## config.mk

```make
export PLATFORM = sky130hd
export DESIGN_NAME = rtc_bus_timeout_access_guard
export DESIGN_NICKNAME = d
export VERILOG_FILES = /design/src/common/guard_pkg.sv /design/src/common/guard_if.sv /design/src/hw/rtc_bus_timeout_access_guard.sv /design/src/hw/tick_counter.sv
export SDC_FILE = /design/constraint.sdc
export NUM_CORES = 1
export LEC_CHECK = 0
export BUFFER_PORTS_ARGS = -buffer_cell sky130_fd_sc_hd__buf_2
export CORE_UTILIZATION = 58
export DETAILED_ROUTE_END_ITERATION = 10
export GPL_ROUTABILITY_DRIVEN = 0
export PLACE_DENSITY = 0.77
export SLEW_MARGIN = 20
export SYNTH_ARGS = -nofsm -noshare
export SYNTH_HDL_FRONTEND = slang
export SYNTH_SLANG_ARGS = --single-unit
```

## constraint.sdc

```tcl
create_clock -name clk_in -period 3.26 [get_ports clk_in]
set_clock_uncertainty 0.05 [all_clocks]
set_input_delay 0.652 -clock clk_in [delete_from_list [all_inputs] [get_ports clk_in]]
set_output_delay 0.652 -clock clk_in [all_outputs]
set_load 0.005 [all_outputs]
```

## src/common/guard_pkg.sv

```systemverilog
// Package with the timing constants and state types of the bus guard.
// Assumes a 50 MHz system clock and a 32.768 kHz oscillator tick sampled as a pin.
package guard_pkg;
	// ---------------------------------------------------------------
	// Clock and oscillator
	// ---------------------------------------------------------------
	localparam int CLK_HZ = 50000000;
	localparam int OSC_HZ = 32768;
	// ---------------------------------------------------------------
	// Times, as printed, in milliseconds
	// ---------------------------------------------------------------
	localparam int TIMEOUT_MS = 950;
	localparam int RESET_DELAY_MS = 60;
	localparam int INITIAL_RESET_DELAY_MS = 250;
	localparam int BACKUP_SAMPLE_MAX_MS = 35;
	// ---------------------------------------------------------------
	// Counts in oscillator ticks (least times round up)
	// ---------------------------------------------------------------
	localparam int TIMEOUT_TICKS = (TIMEOUT_MS * OSC_HZ + 999) / 1000;
	localparam int RESET_DELAY_TICKS = (RESET_DELAY_MS * OSC_HZ + 999) / 1000;
	localparam int INITIAL_RESET_DELAY_TICKS = (INITIAL_RESET_DELAY_MS * OSC_HZ + 999) / 1000;
	localparam int BACKUP_SAMPLE_TICKS = (BACKUP_SAMPLE_MAX_MS * OSC_HZ) / 1000;
	localparam int TICK_W = 16;
	// ---------------------------------------------------------------
	// States
	// ---------------------------------------------------------------
	typedef enum logic [1:0] {BUS_IDLE, BUS_ACTIVE} bus_state_t;
	typedef enum logic [2:0] {PWR_OFF, PWR_INITIAL, PWR_BACKUP_WAIT, PWR_RECOVER, PWR_RUN} pwr_state_t;
endpackage

```

## src/common/guard_if.sv

```systemverilog
// Interface between the guard top and its oscillator-tick counter.
// Assumes one clock domain, clk_in.
`timescale 1ns/1ps
interface guard_if;
	logic tick;
	logic start;
	logic clear;
	logic [15:0] count;
	modport ctl (output start, output clear, output tick, input count);
	modport cnt (input start, input clear, input tick, output count);
endinterface

```

## src/hw/rtc_bus_timeout_access_guard.sv

```systemverilog
// Bus timeout, timekeeping hold and supply reset windows of a real-time clock.
// Assumes scl, sda, the oscillator and the supply detectors arrive as pins.
//
// How it works
// - Reset bus interface after 0.95 s transaction
// - Timeout releases data line to input
// - Timekeeping held while time registers accessed
// - Reset output held for 60 ms
// - Initial power-on releases reset after 250 ms
// - Backup recovery releases reset within 60-95 ms
// - Supply-loss flag set on possible corruption
// - Time counting stops during serial transaction
`timescale 1ns/1ps
module rtc_bus_timeout_access_guard
	import guard_pkg::*;
(
	// Clock and reset
	input wire logic clk_in,
	input wire logic rstn_in,
	// Pins from outside
	input wire logic scl_in,
	input wire logic sda_in,
	input wire logic osc_in,
	input wire logic supply_ok_in,
	input wire logic backup_switch_detector_in,
	// Serial engine side
	input wire logic engine_sda_drive_in,
	input wire logic supply_loss_clear_in,
	// Outputs
	output logic sda_out,
	output logic sda_oe_out,
	output logic bus_reset_out,
	output logic bus_active_out,
	output logic time_hold_out,
	output logic rst_n_out,
	output logic supply_loss_flag_out
);
	import guard_pkg::*;

	// ---------------------------------------------------------------
	// Pin synchronisers
	// ---------------------------------------------------------------
	// Two flops each; the second stage and a third, prev_reg, kept for edges are looked at
	logic [4:0] sync1_reg, sync2_reg, prev_reg;
	always_ff @(posedge clk_in) begin
		if (!rstn_in) begin
			sync1_reg <= 5'h03;
			sync2_reg <= 5'h03;
			prev_reg <= 5'h03;
		end else begin
			sync1_reg <= {backup_switch_detector_in, supply_ok_in, osc_in, sda_in, scl_in};
			sync2_reg <= sync1_reg;
			prev_reg <= sync2_reg;
		end
	end
	logic scl_s, sda_s, osc_s, sup_s, bk_s;
	assign {bk_s, sup_s, osc_s, sda_s, scl_s} = sync2_reg;
	logic osc_tick, start_cond, stop_cond;
	assign osc_tick = osc_s && !prev_reg[2];
	// Start and stop are data edges while clock high
	assign start_cond = scl_s && prev_reg[0] && !sda_s && prev_reg[1];
	assign stop_cond = scl_s && prev_reg[0] && sda_s && !prev_reg[1];

	// ---------------------------------------------------------------
	// Transaction timeout
	// ---------------------------------------------------------------
	guard_if gi();
	tick_counter u_cnt (.clk_in(clk_in), .rstn_in(rstn_in), .c(gi.cnt));
	bus_state_t bus_reg, bus_next;
	logic timeout, bus_reset_reg, bus_reset_next;
	assign timeout = (bus_reg == BUS_ACTIVE) && (gi.count >= TICK_W'(TIMEOUT_TICKS));
	assign gi.tick = osc_tick;
	assign gi.start = start_cond && rst_n_out;
	assign gi.clear = stop_cond || timeout || !rst_n_out;
	always_comb begin
		bus_next = bus_reg;
		bus_reset_next = 1'b0;
		case (bus_reg)
			BUS_IDLE: begin
				// Without a start nothing is decoded, so an address never shifts
				if (start_cond && rst_n_out) begin
					bus_next = BUS_ACTIVE;
				end
			end
			BUS_ACTIVE: begin
				if (timeout || !rst_n_out) begin
					bus_next = BUS_IDLE;
					bus_reset_next = 1'b1;
				end else if (stop_cond) begin
					bus_next = BUS_IDLE;
				end
			end
			default: bus_next = BUS_IDLE;
		endcase
	end
	always_ff @(posedge clk_in) begin
		if (!rstn_in) begin
			bus_reg <= BUS_IDLE;
			bus_reset_reg <= 1'b0;
		end else begin
			bus_reg <= bus_next;
			bus_reset_reg <= bus_reset_next;
		end
	end
	assign bus_active_out = (bus_reg == BUS_ACTIVE);
	assign bus_reset_out = bus_reset_reg;
	// Engine may only pull low while a transaction stands
	assign sda_oe_out = engine_sda_drive_in && (bus_reg == BUS_ACTIVE) && !timeout;
	assign sda_out = 1'b0;
	// Lost up to a second if the host stalls: the hold only ends at stop, timeout or reset output low
	assign time_hold_out = (bus_reg == BUS_ACTIVE);

	// ---------------------------------------------------------------
	// Supply reset windows
	// ---------------------------------------------------------------
	pwr_state_t pwr_reg, pwr_next;
	logic [TICK_W-1:0] dly_reg, dly_next;
	logic flag_reg, flag_next, rst_n_reg, rst_n_next;
	always_comb begin
		pwr_next = pwr_reg;
		dly_next = dly_reg;
		flag_next = flag_reg;
		rst_n_next = 1'b0;
		if (osc_tick && dly_reg != '0) begin
			dly_next = dly_reg - 16'h0001;
		end
		case (pwr_reg)
			PWR_OFF: begin
				if (sup_s) begin
					pwr_next = PWR_INITIAL;
					dly_next = TICK_W'(INITIAL_RESET_DELAY_TICKS);
				end
			end
			PWR_INITIAL, PWR_RECOVER: begin
				if (!sup_s) begin
					pwr_next = PWR_BACKUP_WAIT;
				end else if (dly_reg == '0) begin
					pwr_next = PWR_RUN;
				end
			end
			PWR_BACKUP_WAIT: begin
				if (sup_s && bk_s) begin
					// Detector samples intermittently, so the window is 60 ms plus its lag
					pwr_next = PWR_RECOVER;
					dly_next = TICK_W'(RESET_DELAY_TICKS);
				end
			end
			PWR_RUN: begin
				rst_n_next = sup_s;
				if (!sup_s) begin
					pwr_next = PWR_BACKUP_WAIT;
				end
			end
			default: pwr_next = PWR_OFF;
		endcase
		// Set beats clear: a supply drop with the backup detector low always leaves the flag up
		if (supply_loss_clear_in) begin
			flag_next = 1'b0;
		end
		if (!sup_s && !bk_s) begin
			flag_next = 1'b1;
		end
	end
	always_ff @(posedge clk_in) begin
		if (!rstn_in) begin
			pwr_reg <= PWR_OFF;
			dly_reg <= '0;
			flag_reg <= 1'b1;
			rst_n_reg <= 1'b0;
		end else begin
			pwr_reg <= pwr_next;
			dly_reg <= dly_next;
			flag_reg <= flag_next;
			rst_n_reg <= rst_n_next;
		end
	end
	assign rst_n_out = rst_n_reg;
	assign supply_loss_flag_out = flag_reg;
endmodule // rtc_bus_timeout_access_guard

```

## src/hw/tick_counter.sv

```systemverilog
// Counts oscillator ticks between a start and a clear.
// Assumes tick is a one-cycle pulse already in the clk_in domain.
`timescale 1ns/1ps
module tick_counter
	import guard_pkg::*;
(
	// Clock and reset
	input wire logic clk_in,
	input wire logic rstn_in,
	// Control
	guard_if.cnt c
);
	logic [TICK_W-1:0] count_reg, count_next;
	logic run_reg, run_next;
	always_comb begin
		count_next = count_reg;
		run_next = run_reg;
		if (c.clear) begin
			count_next = '0;
			run_next = 1'b0;
		end else if (c.start) begin
			count_next = '0;
			run_next = 1'b1;
		end else if (run_reg && c.tick && count_reg != '1) begin
			count_next = count_reg + 16'h0001;
		end
	end
	always_ff @(posedge clk_in) begin
		if (!rstn_in) begin
			count_reg <= '0;
			run_reg <= 1'b0;
		end else begin
			count_reg <= count_next;
			run_reg <= run_next;
		end
	end
	assign c.count = count_reg;
endmodule // tick_counter

```

=== Word-level counts from Yosys, hierarchy flattened ===
Index checks and enable logic that the tools add are counted.

* Output and inout bits: 7
* Word-level logic and storage cells: 79
* Input bits: 9
* Register bits after elaboration: 54

* Magnitude comparators: 1
* Multiplexer cells: 15
* Eq/ne operators: 12
* Reduce and logical (&&, ||, !) cells: 37
* Add/sub/neg operators: 2
* Bitwise gates (word level): 1

{| class="wikitable"
|+ Operator list
! cell !! count
|-
| 2-to-1 mux 16 bit || 3
|-
| case mux 16 bit (2 select lines) || 1
|-
| adder 16 x 1 -> 16 bit (second input constant) || 1
|-
| >= comparator 16 x 15 -> 1 bit (second input constant) || 1
|-
| logical NOT 16 bit || 1
|-
| inequality test 16 bit (second input constant) || 1
|-
| nonzero test 16 bit || 1
|-
| subtractor 16 x 1 -> 16 bit (second input constant) || 1
|-
| logical AND 1 bit || 15
|-
| 2-to-1 mux 3 bit || 5
|-
| case mux 3 bit (4 select lines) || 1
|-
| inequality test 2 bit (second input constant) || 4
|-
| logical NOT 1 bit || 7
|-
| == test 3 x 2 -> 1 bit (second input constant) || 2
|-
| 2-to-1 mux 2 bit || 3
|-
| AND reduction 2 bit || 3
|-
| OR reduction 2 bit || 3
|-
| case mux 2 bit (2 select lines) || 1
|-
| AND reduction 4 bit || 1
|-
| == test 3 x 1 -> 1 bit (second input constant) || 1
|-
| == test 3 bit (second input constant) || 1
|-
| logical NOT 3 bit || 1
|-
| logical OR 1 bit || 3
|-
| inequality test 3 x 1 -> 1 bit (second input constant) || 1
|-
| 6 further kinds || 6
|}

=== Depth between registers and ports, before layout ===
Gate-level depths: netlist (run 1).

* Word-level depth: 6
* Depth in mapped cells: 8

=== By module ===
Synthesis (run 1) repeated with hierarchy kept, for this count alone.

* Cell total of the unflattened synthesis: 304
* Area, all modules: 2633.8 µm²

{| class="wikitable"
|+ By module, submodules not included
! module !! cells each !! times used !! area an instance (µm²)
|-
| rtc_bus_timeout_access_guard || 193 || 1 || 1724.2
|-
| tick_counter || 111 || 1 || 909.6
|}

=== Worst setup path before layout (run 1) ===
No wires, ideal clock.

* Kind: register to output
* From: register u_cnt.count_reg[0] (netlist: u_cnt.c.count[0])
* To: output sda_oe_out
* Path buffers: 0
* Arrival: 1.331 ns
* Required time: 2.558 ns
* Path slack: 1.227 ns
* Stages on the path, launching flop included: 7
* Path through: dfxtp_1 inv_1 ha_1 nor3_1 o311ai_1 a31oi_1 and3_1

* Word-level cells in the longest chain between the ends: 4

{| class="wikitable"
|+ Ends and longest elaborated chain
! element !! RTL line !! RTL
|-
| start: declaration || tick_counter.sv:13 || <nowiki>logic [TICK_W-1:0] count_reg, count_next;</nowiki>
|-
| start signal: assignment || tick_counter.sv:33 || <nowiki>count_reg <= count_next;</nowiki>
|-
| >= comparator 16 x 15 -> 1 bit || rtc_bus_timeout_access_guard.sv:71 || <nowiki>assign timeout = (bus_reg == BUS_ACTIVE) && (gi.count >= TICK_W'(TIMEOUT_TICKS));</nowiki>
|-
| logical AND 1 bit || rtc_bus_timeout_access_guard.sv:71 ||
|-
| logical NOT 1 bit || rtc_bus_timeout_access_guard.sv:108 || <nowiki>assign sda_oe_out = engine_sda_drive_in && (bus_reg == BUS_ACTIVE) && !timeout;</nowiki>
|-
| logical AND 1 bit || rtc_bus_timeout_access_guard.sv:108 ||
|-
| end: declaration || rtc_bus_timeout_access_guard.sv:31 || <nowiki>output logic sda_oe_out,</nowiki>
|}

No other way between the ends.

=== Final worst setup path (run 1) ===
Same ends and word-level chain as after synthesis.

==> results_tabular.tex, run 1 <==
\begin{tabular}{lr}
\hline
Metric & Value \\
\hline
\multicolumn{2}{l}{\textbf{Outcome}} \\
Outcome & finished, final reports clean \\
\multicolumn{2}{l}{\textbf{Pwr}} \\
Max rail drop VDD & about 0.44 mV \\
Leakage power of the design & between 0.0009 and 0.001 uW \\
Areal power density over the cells & 572 nW/um2 \\
\multicolumn{2}{l}{\textbf{Critical path}} \\
Critical Path AT & between 1.5 and 2 ns \\
Critical path capture point type & primary output \\
Largest driver fanout on the critical path & 5 \\
Beginning of the critical path & u\_cnt.c.count[0] \\
Worst Setup Start Kind & flip-flop \\
Worst reg2reg path endpoint & u\_cnt.c.count[1] \\
Endpoint required time on the critical path & 2.56 ns \\
Critical path class & flip-flop to primary output \\
Startpoint of the worst-slack reg-to-reg timing path & u\_cnt.c.count[0] \\
Count of cells along the worst register-to-register path & 7 \\
R2r setup slk & 1.10 ns \\
\multicolumn{2}{l}{\textbf{GRT}} \\
Vias in the first global route & approximately 1700 \\
Global-route wire length before repair & 7470 um \\
Largest net degree at the start of global routing & 25 \\
Antenna violations before repair & 0 \\
Global-route usage over all layers & 0.222 \\
Congestion Overflow GR & 0 \\
\multicolumn{2}{l}{\textbf{CTS}} \\
Post-cts gate resize count & 0 \\
Hold-fix buffer count after cts & 0 \\
Clock Pin Slew Worst Setup and Hold Paths & 0.10 ns \\
CTS Buf Count & 5 \\
CTS max path bufs & 2 \\
H-Tree Level Count & 2 \\
Num Clock Sinks & 53 \\
Later-pin clock latency in the skew report & 0.31 ns \\
TritonCTS clock tree & built \\
Clock tree root buffer cell & clkbuf\_8 \\
Postcts setup bufs & 0 \\
\multicolumn{2}{l}{\textbf{STA}} \\
Fmax & 375 MHz \\
Setup repair after global routing missed its margin & no \\
Final setup violation count & 0 \\
Final period util & 0.818 \\
Worst-case headroom to the max-slew limit & 0.490 \\
Final max-slew violation count & 0 \\
Post-route minimum period & 2.67 ns \\
Final WS setup & 0.594 ns \\
Setup TNS Final & 0 ns \\
Least-Margin Pin Slew & 0.765 ns \\
Total count of hold-check failures in the final report & 0 \\
\multicolumn{2}{l}{\textbf{Run}} \\
Max capacitance violation total & 0 \\
\multicolumn{2}{l}{\textbf{Synth}} \\
Average cell area after synthesis & 9.23 um2 \\
YS warnings & 0 \\
Count of flip-flops with a built-in enable after synthesis & 0 \\
Number of library cell types mapped by synthesis & 52 \\
Summed instance area of the synthesized netlist & 2460 um2 \\
Dominant register cell in the synthesized netlist & dfxtp\_1 \\
Fraction of registers with async set/reset & 0 \\
Leading area contributor after synthesis & dfxtp\_1 \\
Synthesized netlist cell count & between 200 and 300 \\
Biggest area contributors in the synthesized netlist & dfxtp\_1 43\%, xnor2\_1 7.1\%, nor2\_1 5.2\%, nand2\_1 2.9\%, nand3\_1 2.9\% \\
Number of register bits inferred by synthesis & 53 \\
Sequential fraction of the synthesis area & 0.432 \\
Post-synth top area share & 0.432 \\
Net Count, Synth & about 280 \\
\multicolumn{2}{l}{\textbf{Floorplanning}} \\
Area of the die & between 4000 and 5000 um2 \\
Number of rows created at floorplan & 23 \\
Number of placed I/O pins & 16 \\
Effective utilization at floorplan & 0.610 \\
Width of the die & 67.1 um \\
Vertical die dimension & 67.1 um \\
Core box area & a little over 4000 um2 \\
\multicolumn{2}{l}{\textbf{Min path}} \\
Min-Delay Startpoint & sync1\_reg[0] \\
Type of the tightest min-delay check & flip-flop to flip-flop \\
Worst Hold Endpoint & sync2\_reg[0] \\
Depth of the worst hold-timing path & 1 \\
\multicolumn{2}{l}{\textbf{Routing}} \\
Total number of vias & 1890 \\
Via count normalized by instance count & 5.69 \\
Wire length after detailed routing & 4320 um \\
Router iterations before antenna repair & 4 \\
Iteration-0 DRC count of the detailed router & 103 \\
Detail-routed net length per standard cell & 13.0 um \\
Count of nets left with antenna violations after detail routing & 0 \\
Final routed DRC violation total & 0 \\
\multicolumn{2}{l}{\textbf{Finish}} \\
Share of layout cells above drive strength 1 & 0.128 \\
Diodes inserted & 0 \\
Number of nets in the layout & roughly 290 \\
Area grow syn2layout & 7.59\% \\
Top library cells by usage in the layout, fill and taps aside & 53 x dfxtp\_1, 34 x nor2\_1, 20 x xnor2\_1, 19 x nand2\_1 \\
Most common cell after layout, fill and taps aside & dfxtp\_1 \\
Final core utilization & 0.656 \\
\multicolumn{2}{l}{\textbf{Place}} \\
Worst setup slack after placement & 0.969 ns \\
IO Port Bufs & 14 \\
Dpl hpwl & around 3200 um \\
\hline
\end{tabular}
-- critical path: stages, from the launching register on --
cell and delay (ns):
dfxtp_1 0.40, inv_1 0.07, ha_1 0.20, nor3_1 0.16, o311ai_1 0.12, a31oi_1 0.40, and3_1 0.21, buf_2 0.10
-- per-layer routing --
metal / GRT usage / vias to the layer above / part of all wire
met1: 0.287 / 884 / 0.48
met4: 0.0878 / 0 / 0.014
li1: - / 964 / -
met5: 0 / - / 0
met3: 0.0651 / 8 / 0.040
met2: 0.341 / 34 / 0.46
-- cell type report --
type,count,area [um2]
flip-flops and latches,53,1060
clock buffers,5,68.8
fillers,343,1390
well taps,50,62.6
clock inverters,3,26.3
multi-input cells,200,1330
repair buffers,14,70.1
inverters,7,26.3
-- cell usage after synthesis, types with 3 or more instances --
library cell,count
o21ai_0,5
nand4_1,7
nor3_1,11
buf_4,3
xnor2_1,20
nor2_1,34
nand2b_1,6
xor2_1,7
ha_1,4
nand3_1,14
and2_1,9
inv_1,7
or3_1,4
nand3b_1,4
a21oi_1,11
nand2_1,19
and3_1,3
dfxtp_1,53
nor4_1,7
-- power breakdown --
part	switching (uW)	internal, uW
registers	50.4	690
clock network	221	156
logic	236	157
-- worst max-delay path by stage --
stage,endpoint,slack [ns],cells past startpoint
6_report,sda_oe_out,0.59,7
5_1_grt,sda_oe_out,0.41,7
4_1_cts,sda_oe_out,0.59,7
3_5_place_dp,sda_oe_out,0.97,7
3_3_place_gp,sda_oe_out,1.05,7
2_1_floorplan,sda_oe_out,1.23,6
-- per-stage QoR --
| stage | cells | hold WS (ns) | area (um2) | power, uW |
|---|---|---|---|---|
| final | 332 | 0.368 | 2640 | 1510 |
| after global routing | 332 | 0.400 | 2640 | 1600 |
| after CTS | 332 | 0.373 | 2640 | 1520 |
| after detailed placement | 324 | 0.348 | 2550 | 1150 |
| after global placement | 324 | 0.338 | 2550 | 1130 |
| after floorplan | 266 | 0.336 | 2460 | 1100 |
-- kinds of logic after synthesis --
kind of cell / count (synthesis) / share of synthesized area
fa+ha+maj: 4 / 0.0204
other cells: 1 / 0.00153
flops: 53 / 0.432
buf+inv: 13 / 0.0275
compound gates: 29 / 0.0805
xor+xnor: 27 / 0.0963
mux: 2 / 0.0102
simple gates: 137 / 0.332
Note: power is estimated with default switching activity, not from simulation.
==> inputs of run 2 (changes only) <==
- clock period: 3.26 -> 2.5 ns (I/O delays scaled with it)
==> run 2 against run 1 <==
  * Routed wire length rose by 7.8%
  * Clock-buffer cell count rose by 1
  * Die area did not move
  * Sequential share of layout area fell by 0.54 points
  * Setup slack got worse by 0.46 ns
  * Non-clock buffer count rose by 5
  * Utilization rose by 0.90 points
  * First-iteration DRC count rose by 70%
  * Worst hold slack got worse by 0.049 ns
  * Global-route usage rose by 0.27 points
  * Critical path type unchanged
  * Critical endpoint unchanged
  * Largest cell class unchanged
  * Highest routed layer unchanged
==> results_tabular.tex, run 2 (synthesis gave the netlist of run 1 again) <==
\begin{tabular}{lr}
\hline
Metric & Value \\
\hline
\multicolumn{2}{l}{\textbf{Critical path}} \\
Cells along the critical path & inv\_1 -> ha\_1 -> nor3\_1 -> o311ai\_1 -> a31oi\_2 -> and3\_1 -> buf\_2 (was inv\_1 -> ha\_1 -> nor3\_1 -> o311ai\_1 -> a31oi\_1 -> and3\_1 -> buf\_2) \\
Critical Path AT & 1.82 ns (was 1.96 ns) \\
R2r setup slk & 0.37 ns (was 1.10 ns) \\
Count of cells along the worst register-to-register path & 8 (was 7) \\
Worst reg2reg path endpoint & u\_cnt.c.count[1] (unchanged) \\
Endpoint required time on the critical path & 1.95 ns (was 2.56 ns) \\
Peak per-stage delay on the critical path & 0.40 ns (about the same) \\
Highest-delay cell along the critical path & dfxtp\_1 (unchanged) \\
Critical path capture point type & primary output (unchanged) \\
Largest driver fanout on the critical path & 4 (was 5) \\
Cell family with the largest share of critical-path delay & compound AO/OA/AOI/OAI gates (unchanged) \\
Startpoint of the worst-slack reg-to-reg timing path & u\_cnt.c.count[1] (was u\_cnt.c.count[0]) \\
Critical path class & flip-flop to primary output (unchanged) \\
Worst Setup Start Kind & flip-flop (unchanged) \\
Worst path bufs/invs & 2 (unchanged) \\
\multicolumn{2}{l}{\textbf{GRT}} \\
Vias in the first global route & 1705 (was 1715) \\
Antenna violations before repair & 0 (unchanged) \\
Global-route wire length before repair & 7530 um (was 7470 um) \\
Largest net degree at the start of global routing & 23 (was 25) \\
Global-route usage over all layers & 0.224 (was 0.222) \\
Congestion Overflow GR & 0 (unchanged) \\
\multicolumn{2}{l}{\textbf{Pwr}} \\
Leakage power of the design & 0.000975 uW (was 0.000958 uW) \\
Fraction of power spent switching nets & 0.333 (was 0.336) \\
Proportion of power drawn by combinational gates & 0.267 (was 0.260) \\
Max rail drop VDD & 0.601 mV (was 0.439 mV) \\
Sequential fraction of design power & 0.494 (was 0.490) \\
Cell-internal power & 1300 uW (was 1000 uW) \\
Portion of total power attributed to the clock network & 0.239 (was 0.250) \\
Areal power density over the cells & 730 nW/um2 (was 572 nW/um2) \\
Switching power & 652 uW (was 508 uW) \\
\multicolumn{2}{l}{\textbf{Finish}} \\
Design area & 2680 um2 (was 2640 um2) \\
Final core utilization & 0.665 (was 0.656) \\
Diodes inserted & 0 (unchanged) \\
Fill cells & 338 (was 343) \\
Number of nets in the layout & 299 (was 294) \\
Share of layout cells above drive strength 1 & 0.143 (was 0.128) \\
Area grow syn2layout & 9.07\% (was 7.59\%) \\
Most common cell after layout, fill and taps aside & dfxtp\_1 (unchanged) \\
Top library cells by usage in the layout, fill and taps aside & 53 x dfxtp\_1, 34 x nor2\_1, 20 x xnor2\_1, 19 x nand2\_1 (unchanged) \\
Number of non-filler instances in the completed layout & 337 (was 332) \\
\multicolumn{2}{l}{\textbf{CTS}} \\
Later-pin clock latency in the skew report & 0.30 ns (was 0.31 ns) \\
CTS max path bufs & 2 (unchanged) \\
Clock tree root buffer cell & clkbuf\_8 (unchanged) \\
H-Tree Level Count & 2 (unchanged) \\
TritonCTS clock tree & built (unchanged) \\
CTS Buf Count & 5 (unchanged) \\
Hold-fix buffer count after cts & 0 (unchanged) \\
Clock Pin Slew Worst Setup and Hold Paths & 0.09 ns (was 0.10 ns) \\
Num Clock Sinks & 53 (unchanged) \\
\multicolumn{2}{l}{\textbf{Place}} \\
Worst setup slack after placement & 0.365 ns (was 0.969 ns) \\
Placed Cells incl. Taps & 326 (was 324) \\
Dpl hpwl & 3220 um (was 3190 um) \\
IO Port Bufs & 14 (unchanged) \\
Placed standard-cell area & 2560 um2 (was 2550 um2) \\
\multicolumn{2}{l}{\textbf{Floorplanning}} \\
Number of placed I/O pins & 16 (unchanged) \\
Core box area & 4030 um2 (unchanged) \\
Width of the die & 67.1 um (unchanged) \\
Vertical die dimension & 67.1 um (unchanged) \\
Number of rows created at floorplan & 23 (unchanged) \\
Area of the die & 4500 um2 (unchanged) \\
Effective utilization at floorplan & 0.610 (unchanged) \\
\multicolumn{2}{l}{\textbf{Min path}} \\
Type of the tightest min-delay check & primary input to flip-flop (was flip-flop to flip-flop) \\
Worst Hold Endpoint & sync1\_reg[0] (was sync2\_reg[0]) \\
Depth of the worst hold-timing path & 2 (was 1) \\
Min-Delay Startpoint & scl\_in (was sync1\_reg[0]) \\
\multicolumn{2}{l}{\textbf{Routing}} \\
Count of nets left with antenna violations after detail routing & 0 (unchanged) \\
Router iterations before antenna repair & 6 (was 4) \\
Iteration-0 DRC count of the detailed router & 175 (was 103) \\
Detail-routed net length per standard cell & 13.8 um (was 13.0 um) \\
Via count normalized by instance count & 5.72 (was 5.69) \\
Wire length after detailed routing & 4660 um (was 4320 um) \\
Final routed DRC violation total & 0 (unchanged) \\
Total number of vias & 1928 (was 1890) \\
\multicolumn{2}{l}{\textbf{STA}} \\
Post-route minimum period & 2.37 ns \\
Final period util & 0.946 \\
Final max-slew violation count & 0 (unchanged) \\
Final WS setup & 0.135 ns (was 0.594 ns) \\
Final setup violation count & 0 (unchanged) \\
Fmax & 423 MHz \\
Total count of hold-check failures in the final report & 0 (unchanged) \\
Tightest hold margin & 0.319 ns (was 0.368 ns) \\
\multicolumn{2}{l}{\textbf{Outcome}} \\
Outcome & finished, final reports clean (unchanged) \\
\multicolumn{2}{l}{\textbf{Run}} \\
Max capacitance violation total & 0 (unchanged) \\
\hline
\end{tabular}
## run 2: cell count changes in the layout (fill, tap and decap cells not counted), sizes merged
cell,delta
buf,+5
clkbuf,+1
inv,-1
## run 2: cell type report
type,instances,area [um2],area share
multi-input combinational,200,1330,0.498
sequential,53,1060,0.396
timing repair buffer,19,108,0.0402
clock buffer,6,72.6,0.0271
tap,50,62.6,0.0234
inverter,7,26.3,0.00981
clock inverter,2,15.0,0.00560
## run 2: worst max-delay path by stage
| stage | start | slack [ns] | endpoint | depth (start not counted) |
|---|---|---|---|---|
| floorplan | u_cnt.c.count[0] | 0.62 | sda_oe_out | 6 |
| global placement | u_cnt.c.count[0] | 0.43 | sda_oe_out | 7 |
| detailed placement | u_cnt.c.count[0] | 0.37 | sda_oe_out | 7 |
| CTS | u_cnt.c.count[0] | 0.0009 | sda_oe_out | 7 |
| global route | u_cnt.c.count[0] | -0.02 | sda_oe_out | 7 |
| finish | u_cnt.c.count[0] | 0.13 | sda_oe_out | 7 |
## run 2: power by group through the flow
| stage | combinational [uW] | sequential [uW] | clock (uW) |
|---|---|---|---|
| final | 522 | 966 | 467 |
| after global routing | 568 | 973 | 518 |
| after CTS | 520 | 965 | 483 |
| after detailed placement | 511 | 983 | 0 |
| after global placement | 496 | 982 | 0 |
| after floorplan | 460 | 972 | 0 |
## run 2: stage by stage
stage	power (uW)	setup TNS (ns)
floorplan	1430	0
global placement	1480	0
detailed placement	1490	0
CTS	1970	0
global route	2060	-0.0216
finish	1960	0
## run 2: per-layer routing
metal / routed length (um) / global-route usage
met3: 185 / 0.0616
met4: 50 / 0.0984
met2: 2240 / 0.350
met5: 0 / 0
met1: 2180 / 0.285
## run 2: what timing repair did
action                     4_1_cts  5_1_grt
resized for setup                0        1
setup endpoints to repair        0        1
buffers inserted                 0        3
==> inputs of run 3 (changes only) <==
- ABC_AREA: not set -> 1
- CTS_CLUSTER_SIZE: not set -> 14
- PLACE_DENSITY: 0.77 -> 0.76
- SETUP_SLACK_MARGIN: not set -> 0.5
==> run 3 against run 2 <==
  * First-iteration DRC count grew 2.3%
  * Area after synthesis grew 16%
  * Non-clock buffer count grew 2
  * Sequential power shrank 4.9%
  * Sequential cell count is the same
  * Via count grew 35%
  * Clock power grew 28%
  * Final cell count grew 56%
  * Die area grew 16%
  * Synthesized cell count grew 64%
  * Total power grew 1.0%
  * Highest routed layer unchanged
==> results_tabular.tex, run 3 <==
\begin{tabular}{lr}
\hline
Metric & Value \\
\hline
\multicolumn{2}{l}{\textbf{Outcome}} \\
Outcome & finished, final reports clean (unchanged) \\
\multicolumn{2}{l}{\textbf{Floorplanning}} \\
Effective utilization at floorplan & 0.603 (was 0.610) \\
Number of rows created at floorplan & 25 (was 23) \\
Area of the die & 5200 um2 (was 4500 um2) \\
Core box area & 4720 um2 (was 4030 um2) \\
Vertical die dimension & 72.1 um (was 67.1 um) \\
Number of placed I/O pins & 16 (unchanged) \\
Width of the die & 72.1 um (was 67.1 um) \\
\multicolumn{2}{l}{\textbf{CTS}} \\
Later-pin clock latency in the skew report & 0.31 ns (was 0.30 ns) \\
Num Clock Sinks & 53 (unchanged) \\
Clock Pin Slew Worst Setup and Hold Paths & 0.10 ns (was 0.09 ns) \\
CTS max path bufs & 2 (unchanged) \\
Clock tree root buffer cell & clkbuf\_8 (unchanged) \\
H-Tree Level Count & 2 (unchanged) \\
CTS Buf Count & 5 (unchanged) \\
TritonCTS clock tree & built (unchanged) \\
\multicolumn{2}{l}{\textbf{Synth}} \\
Average cell area after synthesis & 6.52 um2 (was 9.23 um2) \\
Count of flip-flops with a built-in enable after synthesis & 0 (unchanged) \\
Dominant register cell in the synthesized netlist & dfxtp\_1 (unchanged) \\
Commonest cells in the synthesized netlist & 123 x nand2\_1, 81 x nor2\_1, 62 x inv\_1 (was 53 x dfxtp\_1, 34 x nor2\_1, 20 x xnor2\_1) \\
Number of library cell types mapped by synthesis & 37 (was 52) \\
Number of register bits inferred by synthesis & 53 (unchanged) \\
Leading area contributor after synthesis & dfxtp\_1 (unchanged) \\
Sequential fraction of the synthesis area & 0.372 (was 0.432) \\
Fraction of registers with async set/reset & 0 (unchanged) \\
Most repeated cell in the gate-level netlist after synthesis & nand2\_1 (was dfxtp\_1) \\
Synthesized netlist cell count & 437 (was 266) \\
Post-synth top area share & 0.372 (was 0.432) \\
Net Count, Synth & 450 (was 279) \\
YS warnings & 0 (unchanged) \\
Summed instance area of the synthesized netlist & 2850 um2 (was 2460 um2) \\
Biggest area contributors in the synthesized netlist & dfxtp\_1 37\%, nand2\_1 16\%, nor2\_1 11\%, inv\_1 8.2\%, nand3\_1 4.7\% (was dfxtp\_1 43\%, xnor2\_1 7.1\%, nor2\_1 5.2\%, nand2\_1 2.9\%, nand3\_1 2.9\%) \\
\multicolumn{2}{l}{\textbf{Finish}} \\
Diodes inserted & 0 (unchanged) \\
Number of nets in the layout & 470 (was 299) \\
Most common cell after layout, fill and taps aside & nand2\_1 (was dfxtp\_1) \\
Area grow syn2layout & 10.4\% (was 9.07\%) \\
Top library cells by usage in the layout, fill and taps aside & 122 x nand2\_1, 79 x nor2\_1, 61 x inv\_1, 48 x dfxtp\_1, 27 x nand3\_1 (was 53 x dfxtp\_1, 34 x nor2\_1, 20 x xnor2\_1, 19 x nand2\_1) \\
Share of layout cells above drive strength 1 & 0.131 (was 0.143) \\
\multicolumn{2}{l}{\textbf{Critical path}} \\
Worst Setup Start Kind & flip-flop (unchanged) \\
Endpoint required time on the critical path & 1.95 ns (about the same) \\
Peak per-stage delay on the critical path & 0.34 ns (was 0.40 ns) \\
Critical path capture point type & primary output (unchanged) \\
Critical path class & flip-flop to primary output (unchanged) \\
Cell type with the highest occurrence count on the critical path & nand2\_1 \\
Cells along the critical path & inv\_2 -> ha\_4 -> nor2\_2 -> nand2\_1 -> nand2\_1 -> nand2\_1 -> nand2\_1 -> nand2\_2 -> nor2\_2 -> buf\_2 (was inv\_1 -> ha\_1 -> nor3\_1 -> o311ai\_1 -> a31oi\_2 -> and3\_1 -> buf\_2) \\
Highest-delay cell along the critical path & dfxtp\_2 (was dfxtp\_1) \\
Critical Path AT & 1.47 ns (was 1.82 ns) \\
Largest driver fanout on the critical path & 2 (was 4) \\
\multicolumn{2}{l}{\textbf{Pwr}} \\
Cell-internal power & 1360 uW (was 1300 uW) \\
Leakage power of the design & 0.00148 uW (was 0.000975 uW) \\
Proportion of power drawn by combinational gates & 0.232 (was 0.267) \\
Switching power & 620 uW (was 652 uW) \\
Max rail drop VDD & 0.432 mV (was 0.601 mV) \\
Areal power density over the cells & 628 nW/um2 (was 730 nW/um2) \\
Portion of total power attributed to the clock network & 0.303 (was 0.239) \\
Fraction of power spent switching nets & 0.314 (was 0.333) \\
Sequential fraction of design power & 0.465 (was 0.494) \\
\multicolumn{2}{l}{\textbf{STA}} \\
Final max-slew violation count & 0 (unchanged) \\
Final setup violation count & 0 (unchanged) \\
Least-Margin Pin Slew & between 0.4 and 0.5 ns \\
Fmax & 494 MHz (was 423 MHz) \\
Setup TNS Final & 0 ns (unchanged) \\
Worst-case headroom to the max-slew limit & 0.672 \\
Post-route minimum period & 2.02 ns (was 2.37 ns) \\
Final period util & 0.809 (was 0.946) \\
Tightest hold margin & 0.316 ns (was 0.319 ns) \\
Setup repair after global routing missed its margin & yes \\
Total count of hold-check failures in the final report & 0 (unchanged) \\
\multicolumn{2}{l}{\textbf{GRT}} \\
Largest net degree at the start of global routing & 19 (was 23) \\
Global-route wire length before repair & 9890 um (was 7530 um) \\
Congestion Overflow GR & 0 (unchanged) \\
Antenna violations before repair & 0 (unchanged) \\
Global-route usage over all layers & 0.237 (was 0.224) \\
Vias in the first global route & 2337 (was 1705) \\
\multicolumn{2}{l}{\textbf{Routing}} \\
Via count normalized by instance count & 4.96 (was 5.72) \\
Wire length after detailed routing & 5720 um (was 4660 um) \\
Count of nets left with antenna violations after detail routing & 0 (unchanged) \\
Detail-routed net length per standard cell & 10.9 um (was 13.8 um) \\
Total number of vias & 2605 (was 1928) \\
Iteration-0 DRC count of the detailed router & 179 (was 175) \\
Router iterations before antenna repair & 6 (unchanged) \\
Final routed DRC violation total & 0 (unchanged) \\
\multicolumn{2}{l}{\textbf{Run}} \\
Max capacitance violation total & 0 (unchanged) \\
\multicolumn{2}{l}{\textbf{Min path}} \\
Type of the tightest min-delay check & primary input to flip-flop (unchanged) \\
\multicolumn{2}{l}{\textbf{Place}} \\
Dpl hpwl & 4110 um (was 3220 um) \\
IO Port Bufs & 14 (unchanged) \\
\hline
\end{tabular}
[run 3: changes by cell type after synthesis, sizes merged, moves of 7 or more]
cell / change
inv: +58
nand3: +13
xnor2: -18
nand2: +108
and2: -9
o21ai: +15
nor4: -9
nor2: +49
nor3: -7
[run 3: cell type report]
cell class                      count  area, um2
Tap cell                           67       83.8
Sequential cell                    53       1070
Clock buffer                        5       68.8
Inverter                           65        246
Multi-Input combinational cell    311       1510
Clock inverter                      3       47.5
Timing Repair Buffer               21        123
Fill cell                         446       1580
[run 3: worst max-delay path: cells and delay by family (launching register included)]
kind          cells  cell delay [ns]
simple gates      7             0.52
flops             1             0.34
fa+ha+maj         1             0.14
buf+inv           2             0.16
[run 3: stage by stage]
| step | utilization | total power, uW | setup WS [ns] | std cells | instance area, um2 |
|---|---|---|---|---|---|
| after floorplan | - | 1310 | 0.860 | 437 | 2850 |
| after global placement | 0.624 | 1380 | 0.619 | 511 | 2950 |
| after detailed placement | 0.624 | 1390 | 0.526 | 511 | 2950 |
| after CTS | 0.652 | 1990 | 0.465 | 521 | 3080 |
| after global routing | 0.666 | 2110 | 0.358 | 525 | 3150 |
| final | 0.666 | 1980 | 0.478 | 525 | 3150 |
[run 3: per-layer routing]
layer | wire length [um] | track usage
met1 | 2680 | 0.294
met2 | 2730 | 0.417
met4 | 80 | 0.0741
met3 | 219 | 0.0417
met5 | 0 | 0
[run 3: power groups by stage]
| stage | registers, uW | logic, uW | clock network, uW |
|---|---|---|---|
| 4_1_cts | 918 | 457 | 617 |
| 5_1_grt | 924 | 541 | 648 |
| 2_1_floorplan | 928 | 382 | 0 |
| 6_report | 919 | 459 | 598 |
| 3_3_place_gp | 936 | 443 | 0 |
| 3_5_place_dp | 936 | 450 | 0 |
[run 3: timing repair]
action                     in CTS  in global routing
gates resized for setup         1                 12
hold buffers                    0                  0
pin swaps                       0                  7
buffers inserted                2                  4
setup endpoints to repair       1                 17
[run 3: cell families after synthesis]
family,share of synthesized area
adders and majority gates,0.0176
xor gates and xnor gates,0.0399
and+or+nand+nor,0.384
AOI/OAI and AO/OA,0.0759
DFF,0.372
buffers and inverters,0.109
other,0.00132
[run 3: final timing paths]
path,start,depth (start not counted),slack (ns),endpoint
hold reg to reg,sync1_reg[0],1,0.37,sync2_reg[0]
setup / recovery,u_cnt.c.count[0],10,0.48,sda_oe_out
setup reg to reg,u_cnt.c.count[0],10,0.56,u_cnt.c.count[0]
hold / removal,osc_in,3,0.32,sync1_reg[2]
